[src/irq_pkg.sv]
package irq_pkg;
  // ----------------------------------------------------------------
  // Sizes
  // ----------------------------------------------------------------
  localparam int NUM_IRQ = 21;
  localparam int PRIO_W = 3;
  localparam int ADDR_W = 16;
  localparam int DATA_W = 32;
  localparam int ID_W = 5;

  // ----------------------------------------------------------------
  // Register offsets (low 16 bits of the two windows)
  // ----------------------------------------------------------------
  localparam logic [15:0] OFF_EN_SET = 16'hE100;
  localparam logic [15:0] OFF_EN_CLR = 16'hE180;
  localparam logic [15:0] OFF_PEND_SET = 16'hE200;
  localparam logic [15:0] OFF_PEND_CLR = 16'hE280;
  localparam logic [15:0] OFF_ACTIVE = 16'hE300;
  localparam logic [15:0] OFF_PRIO_BASE = 16'hE400;
  localparam logic [15:0] OFF_PRIO_LAST = 16'hE450;
  localparam logic [15:0] OFF_TYPE = 16'hE4E0;
  localparam logic [15:0] OFF_GROUP = 16'hE4E4;
  localparam logic [15:0] OFF_PRESENT = 16'hE4E8;
  localparam logic [15:0] OFF_SW_TRIG = 16'hEF00;

  // ----------------------------------------------------------------
  // Field layout and reset values
  // ----------------------------------------------------------------
  localparam int PRIO_FIELD_LSB = 5;
  localparam int PRIO_FIELD_STRIDE = 8;
  localparam int GROUP_LSB = 0;
  localparam logic [1:0] GROUP_RST = 2'h0;
  localparam logic [31:0] TYPE_RST = 32'h0000_0000;
  localparam logic [31:0] ZERO_WORD = 32'h0000_0000;
  localparam logic [PRIO_W-1:0] PRIO_RST = 3'h0;
endpackage

[src/nested_vector_irq_ctrl.sv]
`timescale 1ns/1ps
// How it works
// - Twenty-one peripheral inputs, each with a three-bit priority 0 to 7.
// - Lower priority number wins; level 0 is most urgent.
// - Priority splits into group and subpriority by a software-set split point.
// - Priorities may be rewritten anytime; the next arbitration uses them.
// - One non-maskable input, presented on its own output nmi_pend_o, beside the maskable request.
// - Core stacks state itself; block only tracks entry and return events.
// - Pulse lines sampled on rising clock edge and latched.
// - Line high while not active makes a level interrupt pending.
// - Rising edge on the line makes a pulse interrupt pending.
// - Software set-pending or trigger register write makes it pending.
// - Service entry clears pending and sets active.
// - Level return: line high gives pending, else inactive.
// - Pulse during service gives pending and active; stays pending after return.
// - No pulse during service: return leaves it inactive.
// - Level clear-pending ignored while line high, else inactive.
// - Pulse clear-pending drops only pending, keeps active.
// - Registers decode in two windows, main and trigger.
module nested_vector_irq_ctrl #(
  parameter int N = irq_pkg::NUM_IRQ
) (
  input wire logic sys_clk_i,
  input wire logic sys_rst_i,
  input wire logic [irq_pkg::NUM_IRQ-1:0] irq_line_i,
  input wire logic nmi_line_i,
  input wire logic enter_i,
  input wire logic [irq_pkg::ID_W-1:0] enter_id_i,
  input wire logic return_i,
  input wire logic [irq_pkg::ID_W-1:0] return_id_i,
  input wire logic [irq_pkg::ADDR_W-1:0] addr_i,
  input wire logic [irq_pkg::DATA_W-1:0] wdata_i,
  input wire logic wr_i,
  input wire logic rd_i,
  output logic [irq_pkg::DATA_W-1:0] rdata_o,
  output logic req_valid_o,
  output logic [irq_pkg::ID_W-1:0] req_id_o,
  output logic [irq_pkg::PRIO_W-1:0] req_group_o,
  output logic [irq_pkg::PRIO_W-1:0] req_sub_o,
  output logic nmi_pend_o
);
  import irq_pkg::*;

  initial begin
    if (N != NUM_IRQ) $error("interrupt count must match package");
  end

  // ----------------------------------------------------------------
  // Declarations
  // ----------------------------------------------------------------
  logic [N-1:0] s1_r, s2_r, s3_r, line_r;
  logic n1_r, n2_r, n3_r, nmi_lvl_r, nmi_old_r;
  logic [N-1:0] pend_r, pend_nxt, act_r, act_nxt, en_r, type_r;
  logic [1:0] group_r;
  logic [N-1:0] rise, w_set, w_clr, enter_v, ret_v;
  logic [N-1:0] s_prev_r;
  logic prio_wr;
  logic [4:0] prio_idx;
  logic [PRIO_W-1:0] prio_rd;
  logic [N*PRIO_W-1:0] prio_all;
  logic rd_prio_r;
  logic [DATA_W-1:0] rdata_nxt, rdata_r;
  logic best_v;
  logic [ID_W-1:0] best_id;
  logic [PRIO_W-1:0] best_p;

  function automatic logic [N-1:0] onehot(input logic [ID_W-1:0] id);
    onehot = '0;
    if (int'(id) < N) onehot[id] = 1'b1;
  endfunction

  // ----------------------------------------------------------------
  // Input synchronisers, three stages; change once stages 2 and 3 agree
  // ----------------------------------------------------------------
  always_ff @(posedge sys_clk_i) begin
    if (sys_rst_i) begin
      s1_r <= '0;
      s2_r <= '0;
      s3_r <= '0;
      line_r <= '0;
      n1_r <= 1'b0;
      n2_r <= 1'b0;
      n3_r <= 1'b0;
      nmi_lvl_r <= 1'b0;
    end else begin
      s1_r <= irq_line_i;
      s2_r <= s1_r;
      s3_r <= s2_r;
      line_r <= (s2_r & s3_r) | (line_r & (s2_r | s3_r));
      n1_r <= nmi_line_i;
      n2_r <= n1_r;
      n3_r <= n2_r;
      nmi_lvl_r <= (n2_r & n3_r) | (nmi_lvl_r & (n2_r | n3_r));
    end
  end

  // Rising edge of the filtered line; a pulse of one clock can be missed by
  // the filter, the price of glitch immunity on asynchronous pins
  assign rise = line_r & ~s_prev_r;
  always_ff @(posedge sys_clk_i) begin
    if (sys_rst_i) s_prev_r <= '0;
    else s_prev_r <= line_r;
  end

  // ----------------------------------------------------------------
  // Register strobes
  // ----------------------------------------------------------------
  always_comb begin
    w_set = '0;
    w_clr = '0;
    prio_wr = 1'b0;
    prio_idx = '0;
    if (wr_i && addr_i == OFF_PEND_SET) begin
      w_set = wdata_i[N-1:0];
    end else if (wr_i && addr_i == OFF_PEND_CLR) begin
      w_clr = wdata_i[N-1:0];
    end else if (wr_i && addr_i == OFF_SW_TRIG) begin
      w_set = onehot(wdata_i[ID_W-1:0]);
    end
    if (addr_i >= OFF_PRIO_BASE && addr_i <= OFF_PRIO_LAST) begin
      prio_idx = 5'((addr_i - OFF_PRIO_BASE) >> 2);
      prio_wr = wr_i;
    end
  end

  assign enter_v = enter_i ? onehot(enter_id_i) : '0;
  assign ret_v = return_i ? onehot(return_id_i) : '0;

  // ----------------------------------------------------------------
  // Pending / active state per interrupt
  // ----------------------------------------------------------------
  always_comb begin
    pend_nxt = pend_r;
    act_nxt = act_r;
    for (int i = 0; i < N; i++) begin
      if (type_r[i]) begin
        // Pulse mode
        if (w_clr[i]) pend_nxt[i] = 1'b0;
        if (enter_v[i]) begin
          pend_nxt[i] = 1'b0;
          act_nxt[i] = 1'b1;
        end
        if (ret_v[i]) act_nxt[i] = 1'b0;
        // Set beats clear and entry, so a recurring pulse survives
        if (rise[i] || w_set[i]) pend_nxt[i] = 1'b1;
      end else begin
        // Level mode
        if (w_clr[i] && !line_r[i]) pend_nxt[i] = 1'b0;
        if (enter_v[i]) begin
          pend_nxt[i] = 1'b0;
          act_nxt[i] = 1'b1;
        end
        if (ret_v[i]) begin
          act_nxt[i] = 1'b0;
          pend_nxt[i] = line_r[i];
        end
        if (line_r[i] && !act_r[i] && !enter_v[i]) pend_nxt[i] = 1'b1;
        if (w_set[i]) pend_nxt[i] = 1'b1;
      end
    end
  end

  always_ff @(posedge sys_clk_i) begin
    if (sys_rst_i) begin
      pend_r <= '0;
      act_r <= '0;
    end else begin
      pend_r <= pend_nxt;
      act_r <= act_nxt;
    end
  end

  // ----------------------------------------------------------------
  // Control registers: enable, type, group split
  // ----------------------------------------------------------------
  always_ff @(posedge sys_clk_i) begin
    if (sys_rst_i) begin
      en_r <= '0;
      type_r <= TYPE_RST[N-1:0];
      group_r <= GROUP_RST;
    end else if (wr_i) begin
      if (addr_i == OFF_EN_SET) en_r <= en_r | wdata_i[N-1:0];
      else if (addr_i == OFF_EN_CLR) en_r <= en_r & ~wdata_i[N-1:0];
      else if (addr_i == OFF_TYPE) type_r <= wdata_i[N-1:0];
      else if (addr_i == OFF_GROUP) group_r <= wdata_i[GROUP_LSB +: 2];
    end
  end

  // ----------------------------------------------------------------
  // Priority storage, live rewrite allowed
  // ----------------------------------------------------------------
  prio_table #(.DEPTH(N), .WIDTH(PRIO_W)) u_prio (
    .sys_clk_i(sys_clk_i),
    .sys_rst_i(sys_rst_i),
    .wr_en_i(prio_wr),
    .wr_idx_i(prio_idx),
    .wr_data_i(wdata_i[PRIO_FIELD_LSB +: PRIO_W]),
    .rd_idx_i(prio_idx),
    .rd_data_o(prio_rd),
    .all_o(prio_all)
  );

  // ----------------------------------------------------------------
  // Read mux; data stand in the cycle after the strobe
  // ----------------------------------------------------------------
  always_comb begin
    rdata_nxt = ZERO_WORD;
    if (addr_i == OFF_EN_SET || addr_i == OFF_EN_CLR) begin
      rdata_nxt[N-1:0] = en_r;
    end else if (addr_i == OFF_PEND_SET || addr_i == OFF_PEND_CLR) begin
      rdata_nxt[N-1:0] = pend_r;
    end else if (addr_i == OFF_ACTIVE) begin
      rdata_nxt[N-1:0] = act_r;
    end else if (addr_i == OFF_TYPE) begin
      rdata_nxt[N-1:0] = type_r;
    end else if (addr_i == OFF_GROUP) begin
      rdata_nxt[1:0] = group_r;
    end else if (addr_i == OFF_PRESENT) begin
      rdata_nxt[N-1:0] = line_r;
    end
  end

  always_ff @(posedge sys_clk_i) begin
    if (sys_rst_i) begin
      rd_prio_r <= 1'b0;
      rdata_r <= ZERO_WORD;
    end else begin
      rd_prio_r <= rd_i && addr_i >= OFF_PRIO_BASE && addr_i <= OFF_PRIO_LAST;
      rdata_r <= rd_i ? rdata_nxt : ZERO_WORD;
    end
  end
  // Priority word comes from the table's read register, so both arms are flops
  assign rdata_o = rd_prio_r ? (DATA_W'(prio_rd) << PRIO_FIELD_LSB) : rdata_r;

  // ----------------------------------------------------------------
  // Arbiter: strict less-than keeps the lower number on ties
  // ----------------------------------------------------------------
  always_comb begin
    best_v = 1'b0;
    best_id = '0;
    best_p = '1;
    for (int i = 0; i < N; i++) begin
      if (pend_r[i] && en_r[i] && !act_r[i]) begin
        if (!best_v || prio_all[i*PRIO_W +: PRIO_W] < best_p) begin
          best_v = 1'b1;
          best_id = ID_W'(i);
          best_p = prio_all[i*PRIO_W +: PRIO_W];
        end
      end
    end
  end

  // Registered request toward the core; group and sub split by group_r
  always_ff @(posedge sys_clk_i) begin
    if (sys_rst_i) begin
      req_valid_o <= 1'b0;
      req_id_o <= '0;
      req_group_o <= '0;
      req_sub_o <= '0;
    end else begin
      req_valid_o <= best_v;
      req_id_o <= best_id;
      req_group_o <= best_p >> group_r;
      req_sub_o <= best_p & ((PRIO_W'(1) << group_r) - PRIO_W'(1));
    end
  end

  // NMI latch: edge sets, core entry with id 31 clears; not maskable
  always_ff @(posedge sys_clk_i) begin
    if (sys_rst_i) begin
      nmi_old_r <= 1'b0;
      nmi_pend_o <= 1'b0;
    end else begin
      nmi_old_r <= nmi_lvl_r;
      if (nmi_lvl_r && !nmi_old_r) nmi_pend_o <= 1'b1;
      else if (enter_i && enter_id_i == '1) nmi_pend_o <= 1'b0;
    end
  end

  // ----------------------------------------------------------------
  // Checks
  // ----------------------------------------------------------------
  a_enter_clears: assert property (@(posedge sys_clk_i) disable iff (sys_rst_i)
    enter_i && int'(enter_id_i) < N && !rise[enter_id_i] && !w_set[enter_id_i]
      |=> act_r[$past(enter_id_i)] && (type_r[$past(enter_id_i)] || !pend_r[$past(enter_id_i)]))
    else $error("entry did not mark active");
  a_level_pend: assert property (@(posedge sys_clk_i) disable iff (sys_rst_i)
    !type_r[2] && line_r[2] && !act_r[2] && !enter_v[2] |=> pend_r[2])
    else $error("level line did not pend");
  a_pulse_pend: assert property (@(posedge sys_clk_i) disable iff (sys_rst_i)
    type_r[4] && rise[4] |=> pend_r[4])
    else $error("pulse lost");
  a_level_clr: assert property (@(posedge sys_clk_i) disable iff (sys_rst_i)
    !type_r[2] && w_clr[2] && line_r[2] && !enter_v[2]
      |=> pend_r[2] == $past(pend_r[2]) || pend_r[2])
    else $error("clear took effect with line high");
  a_pulse_clr: assert property (@(posedge sys_clk_i) disable iff (sys_rst_i)
    type_r[4] && w_clr[4] && !rise[4] && !w_set[4] && !enter_v[4] && !ret_v[4]
      |=> !pend_r[4] && act_r[4] == $past(act_r[4]))
    else $error("pulse clear wrong");
  a_pulse_ret: assert property (@(posedge sys_clk_i) disable iff (sys_rst_i)
    type_r[4] && ret_v[4] && !enter_v[4] |=> !act_r[4])
    else $error("pulse return left active");
  a_sw_set: assert property (@(posedge sys_clk_i) disable iff (sys_rst_i)
    w_set[3] |=> pend_r[3])
    else $error("software set ignored");
  a_arb_win: assert property (@(posedge sys_clk_i) disable iff (sys_rst_i)
    best_v |=> req_valid_o && req_id_o == $past(best_id))
    else $error("request not presented");
  a_reset_clear: assert property (@(posedge sys_clk_i)
    sys_rst_i |=> pend_r == '0 && act_r == '0)
    else $error("reset left state");
  c_enter: cover property (@(posedge sys_clk_i) enter_i && req_valid_o);
  c_reentry: cover property (@(posedge sys_clk_i) ret_v[2] ##1 pend_r[2]);
  c_nmi: cover property (@(posedge sys_clk_i) nmi_pend_o);
endmodule // nested_vector_irq_ctrl

[src/prio_table.sv]
`timescale 1ns/1ps
// Small memory for per-interrupt priority, registered read port
module prio_table #(
  parameter int DEPTH = 21,
  parameter int WIDTH = 3
) (
  input wire logic sys_clk_i,
  input wire logic sys_rst_i,
  input wire logic wr_en_i,
  input wire logic [4:0] wr_idx_i,
  input wire logic [WIDTH-1:0] wr_data_i,
  input wire logic [4:0] rd_idx_i,
  output logic [WIDTH-1:0] rd_data_o,
  output logic [DEPTH*WIDTH-1:0] all_o
);
  logic [WIDTH-1:0] mem_r [DEPTH];

  initial begin
    if (DEPTH < 1 || DEPTH > 32) $error("prio_table depth out of range");
  end

  // ------------------------------------------------------------
  // Storage; cleared on reset so arbitration starts defined
  // ------------------------------------------------------------
  always_ff @(posedge sys_clk_i) begin
    for (int i = 0; i < DEPTH; i++) begin
      if (sys_rst_i) begin
        mem_r[i] <= '0;
      end else if (wr_en_i && wr_idx_i == 5'(i)) begin
        mem_r[i] <= wr_data_i;
      end
    end
  end

  // Registered read data
  always_ff @(posedge sys_clk_i) begin
    if (sys_rst_i) begin
      rd_data_o <= '0;
    end else if (int'(rd_idx_i) < DEPTH) begin
      rd_data_o <= mem_r[rd_idx_i];
    end else begin
      rd_data_o <= '0;
    end
  end

  // Flat view for the arbiter
  always_comb begin
    for (int i = 0; i < DEPTH; i++) begin
      all_o[i*WIDTH +: WIDTH] = mem_r[i];
    end
  end
endmodule // prio_table

[config.mk]
export PLATFORM = sky130hd
export DESIGN_NAME = nested_vector_irq_ctrl
export DESIGN_NICKNAME = d
export VERILOG_FILES = /design/src/irq_pkg.sv /design/src/nested_vector_irq_ctrl.sv /design/src/prio_table.sv
export SDC_FILE = /design/constraint.sdc
export NUM_CORES = 1
export LEC_CHECK = 0
export ABC_AREA = 1
export BUFFER_PORTS_ARGS = -buffer_cell sky130_fd_sc_hd__buf_4
export CORE_MARGIN = 4
export CORE_UTILIZATION = 55
export CTS_CLUSTER_SIZE = 20
export DETAILED_ROUTE_END_ITERATION = 8
export GPL_TIMING_DRIVEN = 0
export PLACE_DENSITY = 0.77
export SLEW_MARGIN = 25
export SYNTH_ARGS = -nofsm -noshare
export SYNTH_HDL_FRONTEND = slang
export SYNTH_HIERARCHICAL = 1
export SYNTH_SLANG_ARGS = --single-unit
[constraint.sdc]
create_clock -name sys_clk_i -period 9.85 [get_ports sys_clk_i]
set_input_delay 1.97 -clock sys_clk_i [delete_from_list [all_inputs] [get_ports sys_clk_i]]
set_output_delay 1.97 -clock sys_clk_i [all_outputs]
set_load 0.1 [all_outputs]
* Yosys cells after proc, flatten, opt, wreduce, memory -nomap -nowiden *
Memories as Yosys holds them, arrays and structs flattened. A register that Yosys moved wholly into a read port is not among the register bits.
Index checks and enable logic that the tools add are counted.

cells by class
  equality and inequality tests = 51
  shift-type cells = 2
  $add $sub $neg = 2
  bitwise operators = 40
  reduce and logical (&&, ||, !) cells = 335
  mux-type cells = 427
  order comparisons = 32

operator list
  cell                    number
  $mux W21                17
  $mux W1                 303
  $mux W5                 39
  $mux W3                 62
  $eq A16 B16 Y1 const B  9
  $logic_and A1 B1 Y1     137
  $reduce_bool A6 Y1      21
  $and A21 B21 Y21        4
  $logic_not A1 Y1        84
  $ne A4 B1 Y1 const B    21
  $or A21 B21 Y21         3
  $lt A3 B3 Y1            20
  $reduce_or A2 Y1        23
  $reduce_and A2 Y1       22
  $logic_or A1 B1 Y1      43
  $not A21 Y21            2
  $eq A5 B4 Y1 const B    8
  $mux W32                1
  $eq A5 B5 Y1 const B    6
  $or A1 B1 Y1            23
  $eq A5 B3 Y1 const B    4
  $lt A5 B5 Y1 const B    4
  $mux W19                1
  $lt A5 B6 Y1 const B    3
  18 further kinds        29

storage, ports and cells
  memory bits (writable) = 63
  flip-flop bits (word level) = 242
  memories kept = 1
  logic and storage cells = 953
  input bits = 86

memory list
  memory        words  bits a word  read ports  clocked after memory_dff  wr ports  line              text
  u_prio.mem_r  21     3            22          1                         21        prio_table.sv:16  logic [WIDTH-1:0] mem_r [DEPTH];

* Depth between registers and ports, before layout *
Gate-level depths: netlist of run 1.

  depth after elaboration = 84
  gate-level depth with buffers = 147

* Modules after synthesis *
The synthesis of run 1 kept the hierarchy.

modules (own cells, without submodules)
  module                  cells an instance  times used  area each (um2)  seq. area each (um2)
  nested_vector_irq_ctrl  1,874              1           12,211.7         4,624.4
  prio_table              422                1           3,489.6          1,951.9

* Least setup slack after synthesis of run 1 *
OpenSTA, ideal clock, no wires.

  path kind = reg2reg
  from = mem u_prio.mem_r[1][2]
  to = reg req_group_o[0] (netlist name)
  cell stages (with the launch flop) = 139
  data required time = 9,722 ps
  path slack = -175 ps
  arrival time = 9,898 ps
  cells stage by stage = edfxtp_1 > inv_1 > nand2_1 > o211ai_1 > inv_1 > nand2_2 > nand3_2 > nand2_1 > nand2_1 > nand2_1 > nand2_1 > nand2_1 > nand2_2 > nand2_2 > nand2_1 > nand3b_1 > nand2_1 > nand2_2 > (+103 left out) > o21ai_0 > ha_1 > nand2_1 > nand2_1 > nand2_2 > nand2_2 > o21ai_0 > ha_1 > nand2_1 > inv_1 > nand2_1 > nand2_2 > nand2_4 > nand3_1 > nand3_1 > nand2_1 > nor2_1 > nor2_1

RTL lines
  what                  line                           text
  start, declared       prio_table.sv:16
  end signal, assigned  nested_vector_irq_ctrl.sv:263  req_group_o <= best_p >> group_r;
  end, declared         nested_vector_irq_ctrl.sv:38   output logic [irq_pkg::PRIO_W-1:0] req_group_o,

==> results of run 1 <==
## cell type report
type	instances	area [um^2]
multi-input cells	1505	7850
inverters	422	1590
clock inverters	15	160
flip-flops and latches	297	6580
fillers	2383	8770
plain buffers	82	403
repair buffers	169	1280
clock buffers	43	905
well taps	378	473
## metal layers
layer	vias up	track usage (%)	wire, um
met2	1036	54.3	24700
met4	0	12.1	2320
met1	7588	48.4	23000
li1	7790	-	-
met3	169	7.56	7420
met5	-	0	0
## worst reg2reg max path, delay by kind of cell (launching register included)
family                     cells  cell delay (ns)
and+or+nand+nor              127            10.02
adders and majority gates      2             0.43
AOI/OAI and AO/OA              3             0.42
buffers and inverters          9             0.37
DFF                            1             0.34
## power groups by stage
stage	clock network, mW	registers (mW)	logic, mW
after global placement	0	1.31	0.176
after global routing	1.27	1.29	0.203
after CTS	1.22	1.29	0.182
after floorplan	0	1.31	0.101
after detailed placement	0	1.32	0.180
final	1.22	1.29	0.191
## layout by cell type, fill, tap and decap left out, types with 7 or more instances in the layout
cell type  netlist  layout
nor2_1         351     347
nand2_4          5      40
dfxtp_1        234     231
nor3_2           4      13
a21oi_1        125     121
nor3_1          64      53
clkbuf_16        0      33
a211oi_1        21      21
nand2_1        387     324
inv_2            7      13
nor4_1          13      13
nand3_1        156     125
clkinv_1         9       8
nor2_2           3       7
conb_1           1      11
edfxtp_1        63      63
a31oi_1         23      22
inv_1          405     399
nand3b_1        11      11
nand3_2          1      27
clkbuf_1        57      62
nand2_2         47      75
o221ai_1        21      21
o21ai_0        184     182
buf_4           14     180
## how the worst max path moves through the flow
stage                  startpoint        endpoint  slack, ns
6_report                flip-flop    req_sub_o[2]      -1.79
4_1_cts                 flip-flop  req_group_o[0]      -1.40
3_5_place_dp            pend_r[0]  req_group_o[0]      -1.99
5_1_grt        u_prio/mem_r[1][1]  req_group_o[0]      -2.87
2_1_floorplan  u_prio/mem_r[1][2]  req_group_o[0]      -0.06
3_3_place_gp             act_r[1]  req_group_o[0]      -1.64
## stage by stage
stage	utilization (%)	area (um^2)	TNS [ns]	hold WS, ns	setup slack (ns)
after floorplan	-	15700	-0.0563	0.388	-0.0563
final	68.7	19200	-18.60	0.397	-1.79
after CTS	66.7	18700	-14.35	0.400	-1.40
after global placement	60.7	17000	-16.63	0.389	-1.64
after detailed placement	60.8	17000	-20.34	0.393	-1.99
after global routing	68.7	19200	-30.34	0.414	-2.87
## sequential cells by signal (all words and copies together) (netlist names), 3 cells and up, named ones only
name              count
s_prev_r             21
line_r               21
req_id_o              5
type_r               21
u_prio/rd_data_o      3
u_prio/mem_r         63
req_group_o           3
rdata_r              21
req_sub_o             3
s2_r                 21
s3_r                 21
s1_r                 21
pend_r               21
act_r                21
## logic make-up (layout without fill, tap and decap cells)
kind of cell             Yosys count  count (layout)
flip-flops                       297             297
AO/OA/AOI/OAI                    425             425
multiplexers                       3               3
AND/OR/NAND/NOR                 1063            1063
adder cells (fa/ha/maj)            3               3
buffers and inverters            504             731
other                              1              11
## what timing repair did
action	in CTS	in global routing
pin swaps	45	80
gates resized for setup	82	84
setup buffers	39	23
endpoints found under the setup margin	11	11
==> results.md, run 1 <==
* Status: complete, but fails checks
* Failing checks: negative setup slack
* Ranking of synthesized cells by area: dfxtp_1, edfxtp_1, inv_1, nand2_1, nor2_1
* Setup crit start kind: flip-flop
* Post-Synth Simple-Gate Area at 29.5%
* Compound-Gate Fraction of Synth Area at 15.5%
* Vias per std cell at 5.70
* Post-layout min period at 11.64 ns
* Worst endpoint required time at 10.34 ns
* Skew-Pair Late Insertion Delay at 0.58 ns
* Cells after Synth at 2296
* Setup violators final at 11
* Most frequent cell after synthesis: inv_1
* Post-DRT Antenna Nets at 0
* Reg2Reg Setup Slack at -1.79 ns
* Hold Fails Final Rpt at 0
* Mux contribution to synthesized area at 0.215%
* Routed vias at 16600
* #FFs+latches synth at 297
* Min-delay src: s1_r[4]
* Critical path class: reg2reg
* Number of flops mapped to enable cells by yosys at 63
* Hold path endpoint: s2_r[4]
* Peak Freq at 0.0859 GHz
* Die Footprint at 0.0313 mm^2
* CTS Buf Count at 31
* Post-Syn Area per Cell at 6.84 um^2
* Post-DP HPWL at 41100 um
* Top_reg_cell synth: dfxtp_1
* Ys async rst share at 0%
* Skew final at 0.0158 ns
* Largest family of logic cells by synthesized area: simple AND/OR/NAND/NOR gates
* Clock tree sinks at 297
* Initial antenna violation count at 0
* Crit. End Element: flip-flop
* Peak supply drop at 168 uV
* WL/cell at 19.7 um
* Reg2reg path depth at 141
* CP max FO at 5
* Port Buf Inserts at 106
* Hold Path Depth at 2
* Critical path depth in cells at 141
* Maxcap violations at 0
* Worst path bufs/invs at 9
* Register area share after synthesis at 41.9%
* Initial Utilization at 56.1%
* PD cells at 140 mW/mm^2
* CTS root buf: clkbuf_16
* Leakage power at 8.45 nW
* Mapped cell area at 0.0157 mm^2
* DP Cell Count at 2791
* Die X at 177 um
* Drt drc at 0
* Total grt overflow at 0
* Syn. warnings at 6
* Post-synthesis xor/xnor area fraction at 0%
* Num rows at 61
* Setup WS post-layout at -1.79 ns
* Top-area cell type share of the netlist area at 29.8%
* Vias in the first global route at 15400
* Power Total at 2.70 mW
* Hold Crit Class: reg2reg
* Adder-Cell Fraction of Synth Area at 0.239%
* Max-slew violations at 0
* TritonCTS clock tree: done
* P&R area growth vs syn at 22.6%
* CTS H-tree depth at 1
* Diode count at 0
* NetSw at 0.678 mW
* Synth cell types at 56
* Routed WL at 57400 um
* Most frequent CP cell: nand2_2
* Least-Margin Pin Slew at 1.25 ns
* Iter 0 DRT Violations at 2502
* P_int at 2.02 mW
* CTS clock-pin slew for the worst setup and hold paths at 0.06 ns
* Drt pass-1 iters at 6
* Fin crit share at 118%
* Synth cell count leaders: inv_1, nand2_1, nor2_1
* Share of layout cells above drive strength 1 at 17.8%
* Switching share of total power at 25.1%
* Comb pwr share at 7.1%
* Crit-path slowest cell: dfxtp_2
* FF-to-FF End: req_sub_o[2]
* Clock power share at 45.1%
* Total GRT Usage at 34.9%
* CP arrival at 12.13 ns
* Core ar. at 0.0280 mm^2
* CTS Buffer Depth at 3
* RSZ-0062 raised after global routing: yes
* Die Ht at 177 um
* Area leader, netlist: dfxtp_1
* Pin count of the biggest net entering global routing at 17
* Family with the most delay on the worst path: simple AND/OR/NAND/NOR gates
* Placer congestion estimate at 1.02
* Seq pwr share at 47.8%
* Finished Layout Cells at 2911
* CP max stage delay at 0.34 ns
* I/O pin count at 131
* Global-route wire length before repair at 84800 um
* Hold-fix buffers, CTS at 0
* Final Net Count at 2597
* Slew headroom at 15.8%
Power figures use the tool's default switching activity.
==> run 2, diff against run 1 <==
--- a/config.mk
+++ b/config.mk
@@ -7,12 +7,14 @@
 export LEC_CHECK = 0
 export ABC_AREA = 1
 export BUFFER_PORTS_ARGS = -buffer_cell sky130_fd_sc_hd__buf_4
+export CELL_PAD_IN_SITES_DETAIL_PLACEMENT = 1
+export CELL_PAD_IN_SITES_GLOBAL_PLACEMENT = 2
 export CORE_MARGIN = 4
-export CORE_UTILIZATION = 55
+export CORE_UTILIZATION = 31
 export CTS_CLUSTER_SIZE = 20
 export DETAILED_ROUTE_END_ITERATION = 8
 export GPL_TIMING_DRIVEN = 0
-export PLACE_DENSITY = 0.77
+export PLACE_DENSITY_LB_ADDON = 0.1
 export SLEW_MARGIN = 25
 export SYNTH_ARGS = -nofsm -noshare
 export SYNTH_HDL_FRONTEND = slang
==> results.md, run 2 (same netlist as run 1, synthesis figures left out) <==
* Status: complete, but fails checks
* Failing checks: negative setup slack
* Setup violators final at 11
* Port Buf Inserts at 106
* Num rows at 82
* Most frequent cells in the layout: inv_1, nor2_1, nand2_1, dfxtp_1, buf_4
* Worst r2r src: u_prio/mem_r[1][1]
* Iter 0 DRT Violations at 969
* Critical path class: reg2reg
* FF-to-FF End: req_group_o[0]
* Least-Margin Pin Slew at 1.17 ns
* Placed cell areas at 0.0174 mm^2
* PD cells at 144 mW/mm^2
* Routed WL at 66700 um
* Post-DRT Antenna Nets at 0
* Initial antenna violation count at 0
* Skew-Pair Late Insertion Delay at 0.56 ns
* Peak Freq at 0.0887 GHz
* Reg2reg path depth at 138
* I/O pin count at 131
* Drt pass-1 iters at 5
* Hold path endpoint: s2_r[11]
* Maxcap violations at 0
* CTS Buffer Depth at 3
* CTS clock-pin slew for the worst setup and hold paths at 0.06 ns
* Setup WS post-layout at -1.42 ns
* Post-layout min period at 11.27 ns
* CTS root buf: clkbuf_16
* Max reg flops at 63
* Total grt overflow at 0
* Skew final at 0.0248 ns
* Crit. End Element: flip-flop
* Drt drc at 0
* Hold-fix buffers, CTS at 0
* Hold Crit Class: reg2reg
* Placer congestion estimate at 0.916
* Pin count of the biggest net entering global routing at 14
* Max-slew violations at 0
* Peak supply drop at 107 uV
* Total GRT Usage at 24.1%
* CTS Buf Count at 35
* CP max FO at 5
* Die Footprint at 0.0543 mm^2
* Fillers at 6401
* Global-route wire length before repair at 99300 um
* Share of layout cells above drive strength 1 at 18.2%
* Family with the most delay on the worst path: simple AND/OR/NAND/NOR gates
* Reg with most FFs: u_prio/mem_r
* Clock tree sinks at 297
* Area occupied by multi-input gates at 0.00791 mm^2
* Setup crit start kind: flip-flop
* Vias per std cell at 5.00
* Most frequent CP cell: nand2_2
* P&R area growth vs syn at 26.3%
* Post-DP HPWL at 51000 um
* Min-delay src: s1_r[11]
* Die X at 233 um
* Hold Fails Final Rpt at 0
* Fin Hold WS at 0.398 ns
* Crit-path slowest cell: edfxtp_1
* Final core utilization at 39.6%
* Die Ht at 233 um
* CP max stage delay at 0.47 ns
* Reg2Reg Setup Slack at -1.42 ns
* Slew headroom at 21.4%
* Hold Path Depth at 2
* RSZ-0062 raised after global routing: yes
* CP arrival at 11.67 ns
* Routed vias at 16100
* Final Cell Area at 0.0198 mm^2
* Worst path bufs/invs at 10
* Storage element area at 0.00658 mm^2
* Fin crit share at 114%
* Core ar. at 0.0501 mm^2
* TritonCTS clock tree: done
* Diode count at 0
* Final Net Count at 2602
* Leakage power at 8.57 nW
* WL/cell at 20.8 um
* Most common cell after layout, fill and taps aside: inv_1
* CTS H-tree depth at 2
* Initial Utilization at 31.4%
* Vias in the first global route at 16700
* Worst endpoint required time at 10.25 ns
==> run 2: layout make-up <==
type,count,area share (%)
plain buffers,82,2.03
repair buffers,170,6.50
inverters,422,8.01
clock buffers,54,5.56
multi-input cells,1505,39.9
well taps,672,4.24
clock inverters,10,0.606
flip-flops and latches,297,33.2
==> run 2: worst max path at each step <==
stage | end | slack [ns] | depth (start not counted) | start
3_5_place_dp | req_group_o[0] | -2.28 | 134 | act_r[1]
6_report | req_group_o[0] | -1.42 | 138 | u_prio/mem_r[1][1]
2_1_floorplan | req_group_o[0] | -0.06 | 138 | u_prio/mem_r[1][2]
4_1_cts | req_group_o[0] | -1.46 | 143 | flip-flop
3_3_place_gp | req_group_o[0] | -2.27 | 131 | pend_r[1]
5_1_grt | req_group_o[0] | -2.64 | 141 | flip-flop
==> run 2: metal layers <==
layer	global-route usage [%]	vias up	part of all wire, %
li1	-	7797	-
met1	28.8	7757	41
met2	44.7	396	51
met3	2.37	119	3.8
met4	8.76	0	3.8
met5	0	-	0
==> run 2: timing repair <==
action	4_1_cts	5_1_grt
endpoints found under the setup margin	11	11
cloned	0	0
resized for setup	73	94
hold endpoints to repair	0	0
pin swaps	53	97
buffers inserted	45	17
==> run 2: worst register-to-register path: cells and delay by family (launching register included) <==
family / cells / cell delay, ns
AOI/OAI and AO/OA: 3 / 0.35
DFF: 1 / 0.47
and+or+nand+nor: 123 / 9.31
adders and majority gates: 2 / 0.49
buffers and inverters: 10 / 0.49
==> run 2: power by group <==
group	internal (mW)	switching [mW]	leakage [nW]
registers	1.27	0.0232	2.50
clock network	0.829	0.538	0.596
logic	0.0542	0.141	5.47
total	2.15	0.702	8.57
==> run 2: through the flow <==
| stage | instances | total power, mW | setup WS [ns] | TNS, ns |
|---|---|---|---|---|
| after floorplan | 2306 | 1.41 | -0.0563 | -0.0563 |
| after global placement | 3084 | 1.50 | -2.27 | -22.77 |
| after detailed placement | 3086 | 1.51 | -2.28 | -22.82 |
| after CTS | 3195 | 2.88 | -1.46 | -15.09 |
| after global routing | 3212 | 2.96 | -2.64 | -27.96 |
| final | 3212 | 2.85 | -1.42 | -14.64 |
==> run 3, diff against run 2 <==
--- a/config.mk
+++ b/config.mk
@@ -9,7 +9,7 @@
 export BUFFER_PORTS_ARGS = -buffer_cell sky130_fd_sc_hd__buf_4
 export CELL_PAD_IN_SITES_DETAIL_PLACEMENT = 1
 export CELL_PAD_IN_SITES_GLOBAL_PLACEMENT = 2
-export CORE_MARGIN = 4
+export CORE_MARGIN = 5
 export CORE_UTILIZATION = 31
 export CTS_CLUSTER_SIZE = 20
 export DETAILED_ROUTE_END_ITERATION = 8
==> results.md, run 3 (same netlist as run 1, synthesis figures left out) <==
* Reg2Reg Setup Slack at -1.56 ns
* Total negative setup slack at -16.56 ns
* Routed vias at 16100
* Core ar. at 0.0502 mm^2
* Finished Layout Cells at 3223
* Min-delay src: s1_r[19]
* Least-Margin Pin Slew at 1.03 ns
* FF-to-FF End: req_sub_o[2]
* Critical path class: reg2reg
* CP max stage delay at 0.34 ns
* Setup crit start kind: flip-flop
* Die Footprint at 0.0553 mm^2
* Hold path endpoint: s2_r[19]
* Vias per std cell at 5.01
* Setup WS post-layout at -1.56 ns
* Status: complete, but fails checks
* DP Cell Count at 3085
* Vias in the first global route at 16700
* PD cells at 147 mW/mm^2
* Final Net Count at 2612
* Pin count of the biggest net entering global routing at 15
* Hold-fix buffers, CTS at 0
* Failing checks: negative setup slack
* P&R area growth vs syn at 26.6%
* Worst r2r src: pend_r[0]
* Initial Utilization at 31.3%
* Most frequent cells in the layout: inv_1, nor2_1, nand2_1, dfxtp_1, buf_4
* Setup violators final at 11
* Peak Freq at 0.0876 GHz
* Max reg flops at 63
* CP arrival at 11.87 ns
* Drt drc at 0
* Die Ht at 235 um
* Placer congestion estimate at 0.935
* Die X at 235 um
* Total GRT Usage at 23.4%
* Worst endpoint required time at 10.31 ns
* Crit. End Element: flip-flop
* I/O pin count at 131
* Most frequent CP cell: nand2_2
* Diode count at 0
* Peak supply drop at 168 uV
* Crit-path slowest cell: dfxtp_2
* Hold Fails Final Rpt at 0
* Num rows at 82
* Fin crit share at 116%
* Post-DP HPWL at 51300 um
* Share of layout cells above drive strength 1 at 18.7%
* CTS clock-pin slew for the worst setup and hold paths at 0.06 ns
* Reg with most FFs: u_prio/mem_r
* CTS root buf: clkbuf_16
* Total grt overflow at 0
* CTS Buffer Depth at 3
* Skew-Pair Late Insertion Delay at 0.56 ns
* CTS Buf Count at 36
* Skew final at 0.0200 ns
* RSZ-0062 raised after global routing: yes
* Leakage power at 8.61 nW
* Most common cell after layout, fill and taps aside: inv_1
* Global-route wire length before repair at 99900 um
* CTS H-tree depth at 2
* Port Buf Inserts at 106
* Final core utilization at 39.6%
* Hold Crit Class: reg2reg
* Reg2reg path depth at 136
* Routed WL at 67600 um
* Initial antenna violation count at 0
* Maxcap violations at 0
* Iter 0 DRT Violations at 891
* Max-slew violations at 0
* TritonCTS clock tree: done
* Hold Path Depth at 2
* Drt pass-1 iters at 5
* Post-layout min period at 11.41 ns
* WL/cell at 21.0 um
* Slew headroom at 30.9%
* Post-DRT Antenna Nets at 0
* Clock tree sinks at 297
* CP max FO at 5
[run 3: cell count changes in the layout (fill, tap and decap cells not counted), sizes merged]
cell	before	now
buf	195	204
bufinv	2	4
clkbuf	111	105
clkinv	13	17
inv	415	417
[run 3: power breakdown]
| group | switching [mW] | internal, mW | total, mW |
|---|---|---|---|
| Clock | 0.569 | 0.863 | 1.43 |
| Combinational | 0.142 | 0.0548 | 0.197 |
| Sequential | 0.0229 | 1.27 | 1.29 |
| Total | 0.734 | 2.19 | 2.92 |
[run 3: what timing repair did]
action	4_1_cts	5_1_grt
pin swaps	29	97
buffers inserted	35	37
setup endpoints to repair	11	11
resized for setup	53	105
[run 3: metal layers]
metal / part of all wire (%) / GRT usage [%] / wire length [um] / vias to the layer above
li1: - / - / - / 7829
met1: 41 / 27.6 / 27400 / 7774
met2: 49 / 41.3 / 33400 / 384
met3: 4.9 / 3.82 / 3290 / 146
met4: 5.3 / 11.7 / 3550 / 0
met5: 0 / 0 / 0 / -
[run 3: final cells by class]
| cell class | instances | area [um^2] |
|---|---|---|
| Sequential cell | 297 | 6580 |
| Buffer | 82 | 404 |
| Fill cell | 6324 | 30300 |
| Multi-Input combinational cell | 1505 | 7850 |
| Clock inverter | 18 | 223 |
| Tap cell | 672 | 841 |
| Clock buffer | 48 | 1050 |
| Inverter | 422 | 1590 |
| Timing Repair Buffer | 179 | 1340 |
[run 3: how the worst max path moves through the flow]
stage | slack [ns] | end | cells past startpoint | from
2_1_floorplan | -0.06 | req_group_o[0] | 138 | u_prio/mem_r[1][2]
3_3_place_gp | -2.31 | req_group_o[0] | 131 | pend_r[1]
3_5_place_dp | -2.31 | req_group_o[0] | 135 | pend_r[1]
4_1_cts | -1.64 | req_group_o[0] | 144 | flip-flop
5_1_grt | -2.72 | req_group_o[0] | 139 | pend_r[0]
6_report | -1.56 | req_sub_o[2] | 136 | pend_r[0]
[run 3: worst max-delay path: cells and delay by family, from the launching register on]
family | cells | cell delay [ns]
DFF | 1 | 0.34
buffers and inverters | 9 | 0.42
adders and majority gates | 2 | 0.46
and+or+nand+nor | 123 | 9.60
AOI/OAI and AO/OA | 2 | 0.42
[run 3: metrics by stage]
step | hold slack (ns) | power, mW | setup WS (ns) | area (um^2)
finish | 0.394 | 2.92 | -1.56 | 19900
global route | 0.420 | 3.02 | -2.72 | 19900
CTS | 0.396 | 2.95 | -1.64 | 19200
detailed placement | 0.397 | 1.51 | -2.31 | 17400
global placement | 0.390 | 1.50 | -2.31 | 17400
floorplan | 0.388 | 1.41 | -0.0563 | 15700
